--- config.mk ---
export PLATFORM = sky130hd
export DESIGN_NAME = arnf_filter
export DESIGN_NICKNAME = d
export VERILOG_FILES = /design/src/core/arnf_pkg.sv /design/src/core/arnf_set_clear_reg.sv /design/src/core/arnf_filter.sv
export SDC_FILE = /design/constraint.sdc
export NUM_CORES = 1
export LEC_CHECK = 0
export BUFFER_PORTS_ARGS = -buffer_cell sky130_fd_sc_hd__buf_4
export CORE_MARGIN = 2
export CORE_UTILIZATION = 55
export DETAILED_ROUTE_END_ITERATION = 8
export PLACE_DENSITY = 0.81
export SYNTH_ARGS = -nofsm -noshare
export SYNTH_HDL_FRONTEND = slang
export SYNTH_SLANG_ARGS = --single-unit
--- constraint.sdc ---
create_clock -name clk -period 8.2 [get_ports clk]
set_input_delay 0.82 -clock clk [delete_from_list [all_inputs] [get_ports clk]]
set_output_delay 0.82 -clock clk [all_outputs]
set_load 0.02 [all_outputs]
--- src/core/arnf_pkg.sv ---
package arnf_pkg;
  localparam int          ADDR_W           = 12;
  localparam int          DATA_W           = 32;
  // Register byte offsets
  localparam logic [11:0] ASYNC_HI_SET_OFS = 12'h100;
  localparam logic [11:0] ASYNC_HI_CLR_OFS = 12'h104;
  localparam logic [11:0] ASYNC_LO_SET_OFS = 12'h108;
  localparam logic [11:0] ASYNC_LO_CLR_OFS = 12'h10C;
  localparam logic [11:0] PHYS_HI_SET_OFS  = 12'h110;
  localparam logic [11:0] PHYS_HI_CLR_OFS  = 12'h114;
  localparam logic [31:0] BITMAP_RST       = 32'h00000000;
  localparam logic [31:0] UNMAPPED_RDATA   = 32'h00000000;
  // Field layout
  localparam int          REMOTE_BUS_BIT   = 31;
  localparam logic [5:0]  HI_NODE_BASE     = 6'h20;
  localparam logic [5:0]  LAST_LOCAL_NODE  = 6'h3E;
  localparam logic [9:0]  LOCAL_BUS_ID     = 10'h3FF;
  // Bus answer phase
  typedef enum logic [1:0] {
    ARNF_IDLE = 2'b00,
    ARNF_ACK  = 2'b01
  } arnf_state_t;
endpackage : arnf_pkg

--- src/core/arnf_set_clear_reg.sv ---
`timescale 1ns/10ps
// One read/set/clear bitmap
module arnf_set_clear_reg #(
  parameter int          WIDTH    = 32,
  parameter logic [31:0] RST_VAL  = 32'h00000000
) (
  // Clock and reset
  input  wire logic             clk,
  input  wire logic             rst_n,
  // Strobes
  input  wire logic             set_en,
  input  wire logic             clr_en,
  input  wire logic [WIDTH-1:0] wdata,
  // State
  output logic      [WIDTH-1:0] bits
);
  logic [WIDTH-1:0] bits_next;

  always_comb begin
    bits_next = bits;
    if (set_en) begin
      bits_next = bits | wdata;
    end else if (clr_en) begin
      bits_next = bits & ~wdata;
    end
  end

  always_ff @(posedge clk or negedge rst_n) begin
    if (!rst_n) begin
      bits <= RST_VAL[WIDTH-1:0];
    end else begin
      bits <= bits_next;
    end
  end
endmodule : arnf_set_clear_reg

--- src/core/arnf_filter.sv ---
`timescale 1ns/10ps
// Functional notes
// - High bits 19..0 accept nodes 51..32
// - Low bit n accepts node n
// - Low bitmap at set 108h, clear 10Ch
// - Low bitmap filters like the high one
// - Physical high bitmap, read/set/clear, resets zero
// - Zero filter bit: no ack, no queue
// - High bit 31 accepts remote bus requests
// - High bits 30..20 accept nodes 62..52
module arnf_filter (
  // Clock and reset
  input  wire logic        clk,
  input  wire logic        rst_b,
  // Avalon-MM slave
  input  wire logic [11:0] address,
  input  wire logic        read,
  input  wire logic        write,
  input  wire logic [31:0] writedata,
  output logic      [31:0] readdata,
  output logic             waitrequest,
  // Incoming request check
  input  wire logic        req_valid,
  input  wire logic [15:0] req_src_id,
  output logic             req_accept,
  output logic             req_reject,
  // Filter state
  output logic      [31:0] async_low_bits,
  output logic      [31:0] async_high_bits,
  output logic      [31:0] phys_high_bits
);
  logic                 rst_s1_reg;
  logic                 rst_n_reg;
  arnf_pkg::arnf_state_t state_reg;
  arnf_pkg::arnf_state_t state_next;
  logic [31:0]          rdata_reg;
  logic [31:0]          rdata_next;
  logic                 accept_reg;
  logic                 accept_next;
  logic                 reject_reg;
  logic                 reject_next;
  logic                 wr_go;
  logic [5:0]           node;
  logic                 is_local;
  logic                 hit;

  // Reset release through two flops
  always_ff @(posedge clk or negedge rst_b) begin
    if (!rst_b) begin
      rst_s1_reg <= 1'b0;
      rst_n_reg  <= 1'b0;
    end else begin
      rst_s1_reg <= 1'b1;
      rst_n_reg  <= rst_s1_reg;
    end
  end

  function automatic logic [31:0] arnf_read_mux(input logic [11:0] a,
                                                input logic [31:0] lo,
                                                input logic [31:0] hi,
                                                input logic [31:0] ph);
    case (a)
      arnf_pkg::ASYNC_HI_SET_OFS, arnf_pkg::ASYNC_HI_CLR_OFS: arnf_read_mux = hi;
      arnf_pkg::ASYNC_LO_SET_OFS, arnf_pkg::ASYNC_LO_CLR_OFS: arnf_read_mux = lo;
      arnf_pkg::PHYS_HI_SET_OFS, arnf_pkg::PHYS_HI_CLR_OFS:   arnf_read_mux = ph;
      default: arnf_read_mux = arnf_pkg::UNMAPPED_RDATA;
    endcase
  endfunction : arnf_read_mux

  // One wait state, then acknowledge
  always_comb begin
    state_next = state_reg;
    rdata_next = rdata_reg;
    case (state_reg)
      arnf_pkg::ARNF_IDLE: begin
        if (read || write) begin
          state_next = arnf_pkg::ARNF_ACK;
          rdata_next = arnf_read_mux(address, async_low_bits, async_high_bits,
                                     phys_high_bits);
        end
      end
      arnf_pkg::ARNF_ACK: state_next = arnf_pkg::ARNF_IDLE;
      default:            state_next = arnf_pkg::ARNF_IDLE;
    endcase
  end

  always_ff @(posedge clk or negedge rst_n_reg) begin
    if (!rst_n_reg) begin
      state_reg <= arnf_pkg::ARNF_IDLE;
      rdata_reg <= 32'h00000000;
    end else begin
      state_reg <= state_next;
      rdata_reg <= rdata_next;
    end
  end

  assign waitrequest = (read || write) && (state_reg != arnf_pkg::ARNF_ACK);
  assign readdata    = rdata_reg;
  assign wr_go       = write && (state_reg == arnf_pkg::ARNF_ACK);

  arnf_set_clear_reg #(.WIDTH(32), .RST_VAL(arnf_pkg::BITMAP_RST)) u_async_hi (
    .clk    (clk),
    .rst_n  (rst_n_reg),
    .set_en (wr_go && address == arnf_pkg::ASYNC_HI_SET_OFS),
    .clr_en (wr_go && address == arnf_pkg::ASYNC_HI_CLR_OFS),
    .wdata  (writedata),
    .bits   (async_high_bits)
  );

  arnf_set_clear_reg #(.WIDTH(32), .RST_VAL(arnf_pkg::BITMAP_RST)) u_async_lo (
    .clk    (clk),
    .rst_n  (rst_n_reg),
    .set_en (wr_go && address == arnf_pkg::ASYNC_LO_SET_OFS),
    .clr_en (wr_go && address == arnf_pkg::ASYNC_LO_CLR_OFS),
    .wdata  (writedata),
    .bits   (async_low_bits)
  );

  arnf_set_clear_reg #(.WIDTH(32), .RST_VAL(arnf_pkg::BITMAP_RST)) u_phys_hi (
    .clk    (clk),
    .rst_n  (rst_n_reg),
    .set_en (wr_go && address == arnf_pkg::PHYS_HI_SET_OFS),
    .clr_en (wr_go && address == arnf_pkg::PHYS_HI_CLR_OFS),
    .wdata  (writedata),
    .bits   (phys_high_bits)
  );

  // Source filter lookup
  assign node     = req_src_id[5:0];
  assign is_local = (req_src_id[15:6] == arnf_pkg::LOCAL_BUS_ID);

  always_comb begin
    hit = 1'b0;
    if (!is_local) begin
      hit = async_high_bits[arnf_pkg::REMOTE_BUS_BIT];
    end else if (node < arnf_pkg::HI_NODE_BASE) begin
      hit = async_low_bits[node[4:0]];
    end else if (node <= arnf_pkg::LAST_LOCAL_NODE) begin
      hit = async_high_bits[node[4:0]];
    end
  end

  always_comb begin
    accept_next = req_valid && hit;
    reject_next = req_valid && !hit;
  end

  always_ff @(posedge clk or negedge rst_n_reg) begin
    if (!rst_n_reg) begin
      accept_reg <= 1'b0;
      reject_reg <= 1'b0;
    end else begin
      accept_reg <= accept_next;
      reject_reg <= reject_next;
    end
  end

  assign req_accept = accept_reg;
  assign req_reject = reject_reg;

  // Checks
  remote_bus_a: assert property (@(posedge clk) disable iff (!rst_n_reg)
    req_valid && req_src_id[15:6] != arnf_pkg::LOCAL_BUS_ID
      |=> req_accept == $past(async_high_bits[31]))
    else $error("remote bus decision wrong");
  low_node_a: assert property (@(posedge clk) disable iff (!rst_n_reg)
    req_valid && is_local && req_src_id[5] == 1'b0
      |=> req_accept == $past(async_low_bits[req_src_id[4:0]]))
    else $error("low node decision wrong");
  high_node_a: assert property (@(posedge clk) disable iff (!rst_n_reg)
    req_valid && is_local && req_src_id[5:0] >= 6'h20 && req_src_id[5:0] <= 6'h3E
      |=> req_accept == $past(async_high_bits[req_src_id[4:0]]))
    else $error("high node decision wrong");
  broadcast_drop_a: assert property (@(posedge clk) disable iff (!rst_n_reg)
    req_valid && is_local && req_src_id[5:0] == 6'h3F |=> req_reject)
    else $error("node 63 accepted");
  reject_ack_a: assert property (@(posedge clk) disable iff (!rst_n_reg)
    req_valid |=> req_accept != req_reject)
    else $error("verdict not unique");
  verdict_idle_a: assert property (@(posedge clk) disable iff (!rst_n_reg)
    !req_valid |=> !req_accept && !req_reject)
    else $error("verdict without request");
  low_set_a: assert property (@(posedge clk) disable iff (!rst_n_reg)
    wr_go && address == 12'h108 |=> (async_low_bits & $past(writedata)) == $past(writedata))
    else $error("low set failed");
  low_clear_a: assert property (@(posedge clk) disable iff (!rst_n_reg)
    wr_go && address == 12'h10C |=> (async_low_bits & $past(writedata)) == 32'h00000000)
    else $error("low clear failed");
  phys_hold_a: assert property (@(posedge clk) disable iff (!rst_n_reg)
    !wr_go |=> $stable(phys_high_bits))
    else $error("phys bitmap changed without write");
  low_hold_a: assert property (@(posedge clk) disable iff (!rst_n_reg)
    !(wr_go && (address == 12'h108 || address == 12'h10C)) |=> $stable(async_low_bits))
    else $error("low bitmap changed without write");
  bus_answer_a: assert property (@(posedge clk) disable iff (!rst_n_reg)
    (read || write) && waitrequest |=> !waitrequest)
    else $error("bus answer late");
  accept_c: cover property (@(posedge clk) disable iff (!rst_n_reg) req_accept);
  reject_c: cover property (@(posedge clk) disable iff (!rst_n_reg) req_reject);
  clear_c:  cover property (@(posedge clk) disable iff (!rst_n_reg)
    wr_go && address == 12'h10C);
  remote_c: cover property (@(posedge clk) disable iff (!rst_n_reg)
    req_valid && !is_local && hit);
  phys_c:   cover property (@(posedge clk) disable iff (!rst_n_reg)
    wr_go && address == arnf_pkg::PHYS_HI_CLR_OFS);
  high_set_a: assert property (@(posedge clk) disable iff (!rst_n_reg)
    wr_go && address == arnf_pkg::ASYNC_HI_SET_OFS
      |=> (async_high_bits & $past(writedata)) == $past(writedata))
    else $error("high set failed");
  high_clear_a: assert property (@(posedge clk) disable iff (!rst_n_reg)
    wr_go && address == arnf_pkg::ASYNC_HI_CLR_OFS
      |=> (async_high_bits & $past(writedata)) == 32'h00000000)
    else $error("high clear failed");
  phys_set_a: assert property (@(posedge clk) disable iff (!rst_n_reg)
    wr_go && address == arnf_pkg::PHYS_HI_SET_OFS
      |=> (phys_high_bits & $past(writedata)) == $past(writedata))
    else $error("phys set failed");
  low_read_a: assert property (@(posedge clk) disable iff (!rst_n_reg)
    read && !waitrequest
      && (address == arnf_pkg::ASYNC_LO_SET_OFS || address == arnf_pkg::ASYNC_LO_CLR_OFS)
      |-> readdata == async_low_bits)
    else $error("low read data wrong");
  high_read_a: assert property (@(posedge clk) disable iff (!rst_n_reg)
    read && !waitrequest
      && (address == arnf_pkg::ASYNC_HI_SET_OFS || address == arnf_pkg::ASYNC_HI_CLR_OFS)
      |-> readdata == async_high_bits)
    else $error("high read data wrong");
  unmapped_read_a: assert property (@(posedge clk) disable iff (!rst_n_reg)
    read && !waitrequest && address[11:8] != 4'h1
      |-> readdata == arnf_pkg::UNMAPPED_RDATA)
    else $error("unmapped read not zero");
endmodule : arnf_filter

After elaboration in Yosys (flattened, before gate mapping)
Cells that the tools add are included.

cells by class
  eq/ne operators = 10
  muxes and demuxes = 16
  reduce and logical (&&, ||, !) cells = 20
  bitwise operators = 7
  order comparisons = 3

operators by type and width
  kind                                                                  number
  32-bit 2-to-1 mux                                                     6
  32-bit bitwise AND                                                    3
  32-bit bitwise OR                                                     3
  32-bit case mux with 3 select lines                                   1
  12-bit by 9-bit == test with 1-bit output, second input constant      6
  32-bit NOT                                                            1
  1-bit binary-select mux with 5-bit select                             2
  10-bit == test, second input constant                                 1
  1-bit logical AND                                                     10
  6-bit less-or-equal comparator, second input constant                 1
  5-bit by 6-bit < comparator with 1-bit output, second input constant  1
  6-bit < comparator, second input constant                             1
  2-bit nonzero test                                                    3
  2-bit OR reduction                                                    3
  1-bit 2-to-1 mux                                                      5
  2-bit 2-to-1 mux                                                      2
  2-bit by 1-bit == test with 1-bit output, second input constant       1
  2-bit zero test                                                       1
  2-bit by 1-bit != test with 1-bit output, second input constant       1
  2-bit != test, second input constant                                  1
  2-bit AND reduction                                                   1
  1-bit zero test                                                       1
  1-bit logical OR                                                      1

storage, ports and cells
  output and inout bits = 131
  bits in registers = 134
  logic and storage cells = 65
  input port bits = 65

Logic depth before layout (Yosys ltp)
  depth in word-level cells = 7
  mapped depth = 7

By module
A second synthesis with hierarchy kept.

second synthesis, totals
  cells, all modules = 549
  area total of the unflattened synthesis = 6,150.9 µm²

modules (own cells, without submodules)
  module              area an instance (µm²)  instances  cells an instance  sequential area each (µm²)
  arnf_set_clear_reg  1,249.9                 3          102                800.8
  arnf_filter         2,401.1                 1          243                925.9

Least setup slack after synthesis
OpenSTA, ideal clock, no wires.

  path type = input -> output
  start = input write
  end = output waitrequest
  data arrival time = 1,643 ps
  stages = 5
  buffers on the path = 2
  data required time = 7,380 ps
  slack = 5,737 ps
  path through = nor2_1 or2_2 clkbuf_1 clkbuf_1 inv_1

on the way
  cells in the longest elaborated chain, start to end = 2

ends and longest elaborated chain
  item                RTL line           RTL
  start: declaration  arnf_filter.sv:18  input wire logic write,
  1-bit logical OR    arnf_filter.sv:97  assign waitrequest = (read || write) && (state_reg != arnf_pkg::ARNF_ACK);
  1-bit logical AND   arnf_filter.sv:97
  end: declaration    arnf_filter.sv:21  output logic waitrequest,

Every way passes these cells.

==> results.py <==
metrics = {
    "final_layout": {
        "final_common_cell": "buf_4",
        "syn2layout_area_growth_pct": 34.0,
        "drive_above_1_share_pct": 32.6,
        "antennaDiodeCount": 0,
        "num-fill-cells": 755,
        "layout_common_cells": "203 x buf_4, 132 x dfrtp_1, 79 x nand2_1, 58 x a21oi_1, 56 x a31oi_1",
        "final_nets": 832,
    },
    "critical_path": {
        "critPathLaunchType": "input port",
        "cp_top_family": "simple AND/OR/NAND/NOR gates",
        "crit_buf_inv": 2,
        "cp_slowest_stage_delay_ns": 0.79,
        "cpMostUsedCell": "buf_4",
        "reg2reg_depth": 3,
        "cp_slowest_cell": "nor4_4",
        "r2r_setup_slack_ns": 5.72,
        "endpoint_kind": "flop",
        "cp_cell_sequence": "buf_4, nor4_2, nand4b_2, nor4_4, buf_4, nand2_1, mux2i_1",
        "critPathKind": "input port to flop",
        "r2r-start": "state_reg[0]",
        "worstPathRequired_ns": 8.44,
        "cp.arrival_ns": 3.21,
        "reg2reg_to": "readdata[8]",
        "critPathMaxFanout": 37,
    },
    "logic_synthesis": {
        "syn_area_sq_um": 6210,
        "synth_edf_count": 0,
        "netlist_top_cells_area": "dfrtp_1 54%, mux2i_1 8.5%, a31oi_1 5.6%",
        "syn_area_per_cell_sq_um": 10.5,
        "synth_nets": 656,
        "synth_top_area_share_pct": 53.6,
        "ys_seq_area_share_pct": 53.6,
        "ys_warn_count": 0,
        "syn_inst": 591,
        "async_flop_share_pct": 100,
        "synth_top_area_cell": "dfrtp_1",
        "synth_flop_cell": "dfrtp_1",
        "synth_seq_cells": 133,
        "netlist-cell-type-count": 33,
    },
    "drt": {
        "routedWlPerCell_um": 21.3,
        "drtPass1Iterations": 8,
        "initialDrtViolationCount": 587,
        "drtAntennaViolNets": 0,
        "vias": 5796,
        "post-route-drc-count": 0,
        "drt_wl_total_um": 19600,
        "via_per_inst": 6.30,
    },
    "floorplan": {
        "fp.dieH_um": 110,
        "coreArea_sq_um": 10900,
        "io_pins": 196,
        "rows": 38,
        "initial_utilization_pct": 56.8,
        "die-area_sq_um": 12200,
        "die_w_um": 110,
    },
    "global_routing": {
        "grt-busiest-layer": "met2",
        "track_usage_pct": 33.0,
        "met1_usage_pct": 42.6,
        "grt_max_degree": 97,
        "grt_pass1_wl_um": 30100,
        "antenna_found_initial": 0,
        "grt_pass1_vias": 5587,
        "grt_util_met2_pct": 53.3,
        "overflow": 0,
        "grt_util_met3_pct": 9.99,
    },
    "pwr": {
        "p_comb_share_pct": 6.2,
        "p_clk_share_pct": 50.0,
        "p_leak_uw": 0.00427,
        "p_int_uw": 1150,
        "ir_drop_mv": 0.124,
        "power.share.switching_pct": 24.1,
        "power_switching_uw": 367,
        "p_seq_share_pct": 43.9,
        "power_density_nw_per_um2": 183,
    },
    "sta": {
        "max-slew-margin-rel_pct": 19.8,
        "worstMarginPinSlew_ns": 1.20,
        "finalHoldViolations": 0,
        "hold_ws_ns": 0.179,
        "skew_ns": 0.00932,
        "final.setup.tns_ns": 0,
        "setup_violations": 0,
        "finalMaxSlewViolations": 0,
        "rsz0062_at_grt": "no",
        "period_needed_ns": 2.98,
        "finalCritPeriodShare_pct": 36.3,
        "fmax_ghz": 0.336,
    },
    "flow_run": {
        "timing.max_cap.violations": 0,
    },
    "clock_network": {
        "cts_setup_buffers": 0,
        "root_buffer": "clkbuf_16",
        "cts-resized-gates": 0,
        "insertion_delay_ns": 0.41,
        "cts.sink_count": 133,
        "cts.clk_slew.worst_paths_ns": 0.06,
        "cts_made_buffers": 17,
        "holdBufCountCts": 0,
        "clockBufferDepth": 2,
        "h-tree-depth": 4,
        "cts_tree": "built",
    },
    "outcome": {
        "status": "complete, no violations",
    },
    "worst_hold_path": {
        "hp-class": "input port to async pin",
    },
    "place": {
        "io_buffers": 195,
        "gp_congestion": 0.849,
        "dp_hpwl_um": 12600,
    },
}
==> how the worst max path moves through the flow <==
stage                from        end  slack (ns)  cells past startpoint
2_1_floorplan   rst_n_reg  async pin        4.22                      0
3_3_place_gp   address[7]       flop        4.95                      7
3_5_place_dp   address[7]       flop        4.85                      7
4_1_cts        address[7]       flop        5.23                      7
5_1_grt        address[7]       flop        5.01                      7
6_report       address[7]       flop        5.22                      7
==> cells by family after synthesis <==
| logic type | share of synthesized area [%] |
|---|---|
| AOI/OAI and AO/OA | 19.8 |
| DFF | 53.6 |
| muxes | 11.8 |
| and+or+nand+nor | 8.81 |
| buffers and inverters | 5.93 |
| other | 0.0604 |
==> metrics by stage <==
step           setup slack (ns)  cells  power (uW)  area [sq um]  util, %
6_report                   5.22    920        1520          8320     76.1
3_5_place_dp               4.85    888         772          7730     70.7
3_3_place_gp               4.95    888         770          7730     70.7
2_1_floorplan              4.22    591         718          6210        -
4_1_cts                    5.23    920        1520          8320     76.1
5_1_grt                    5.01    920        1570          8320     76.1
==> power by group through the flow <==
| stage | Sequential [uW] | Combinational [uW] | Clock (uW) |
|---|---|---|---|
| 2_1_floorplan | 684 | 34.1 | 0 |
| 3_3_place_gp | 679 | 90.6 | 0 |
| 3_5_place_dp | 680 | 92.4 | 0 |
| 4_1_cts | 668 | 93.1 | 762 |
| 5_1_grt | 668 | 101 | 796 |
| 6_report | 667 | 93.6 | 761 |
==> synthesized netlist by cell type, types with 2 or more instances <==
cell,count
dfrtp_1,133
nand2_1,79
a21oi_1,58
a31oi_1,56
mux2i_1,53
inv_1,44
a222oi_1,32
buf_2,24
o21ai_0,24
clkbuf_1,21
mux4_2,9
o21ai_1,9
a22oi_1,7
nor2_1,6
nor2b_1,5
nand4_1,4
and3_1,3
nand2b_1,3
nor3_1,3
nor3_2,3
and2_1,2
nor4_4,2
==> area by class of cell <==
| cell class | count | area (sq um) | area share [%] |
|---|---|---|---|
| inverters | 44 | 165 | 1.98 |
| repair buffers | 203 | 1520 | 18.3 |
| flip-flops and latches | 133 | 3330 | 40.0 |
| clock buffers | 18 | 439 | 5.28 |
| well taps | 140 | 175 | 2.11 |
| clock inverters | 14 | 151 | 1.82 |
| multi-input cells | 368 | 2530 | 30.5 |
==> routing by layer <==
layer  vias to the layer above  routed length (um)
met3                        39                2180
met4                         0                 398
li1                       2547                   -
met1                      2826                7390
met2                       384                9580
met5                         -                   0
(Power assumes the default switching activity.)
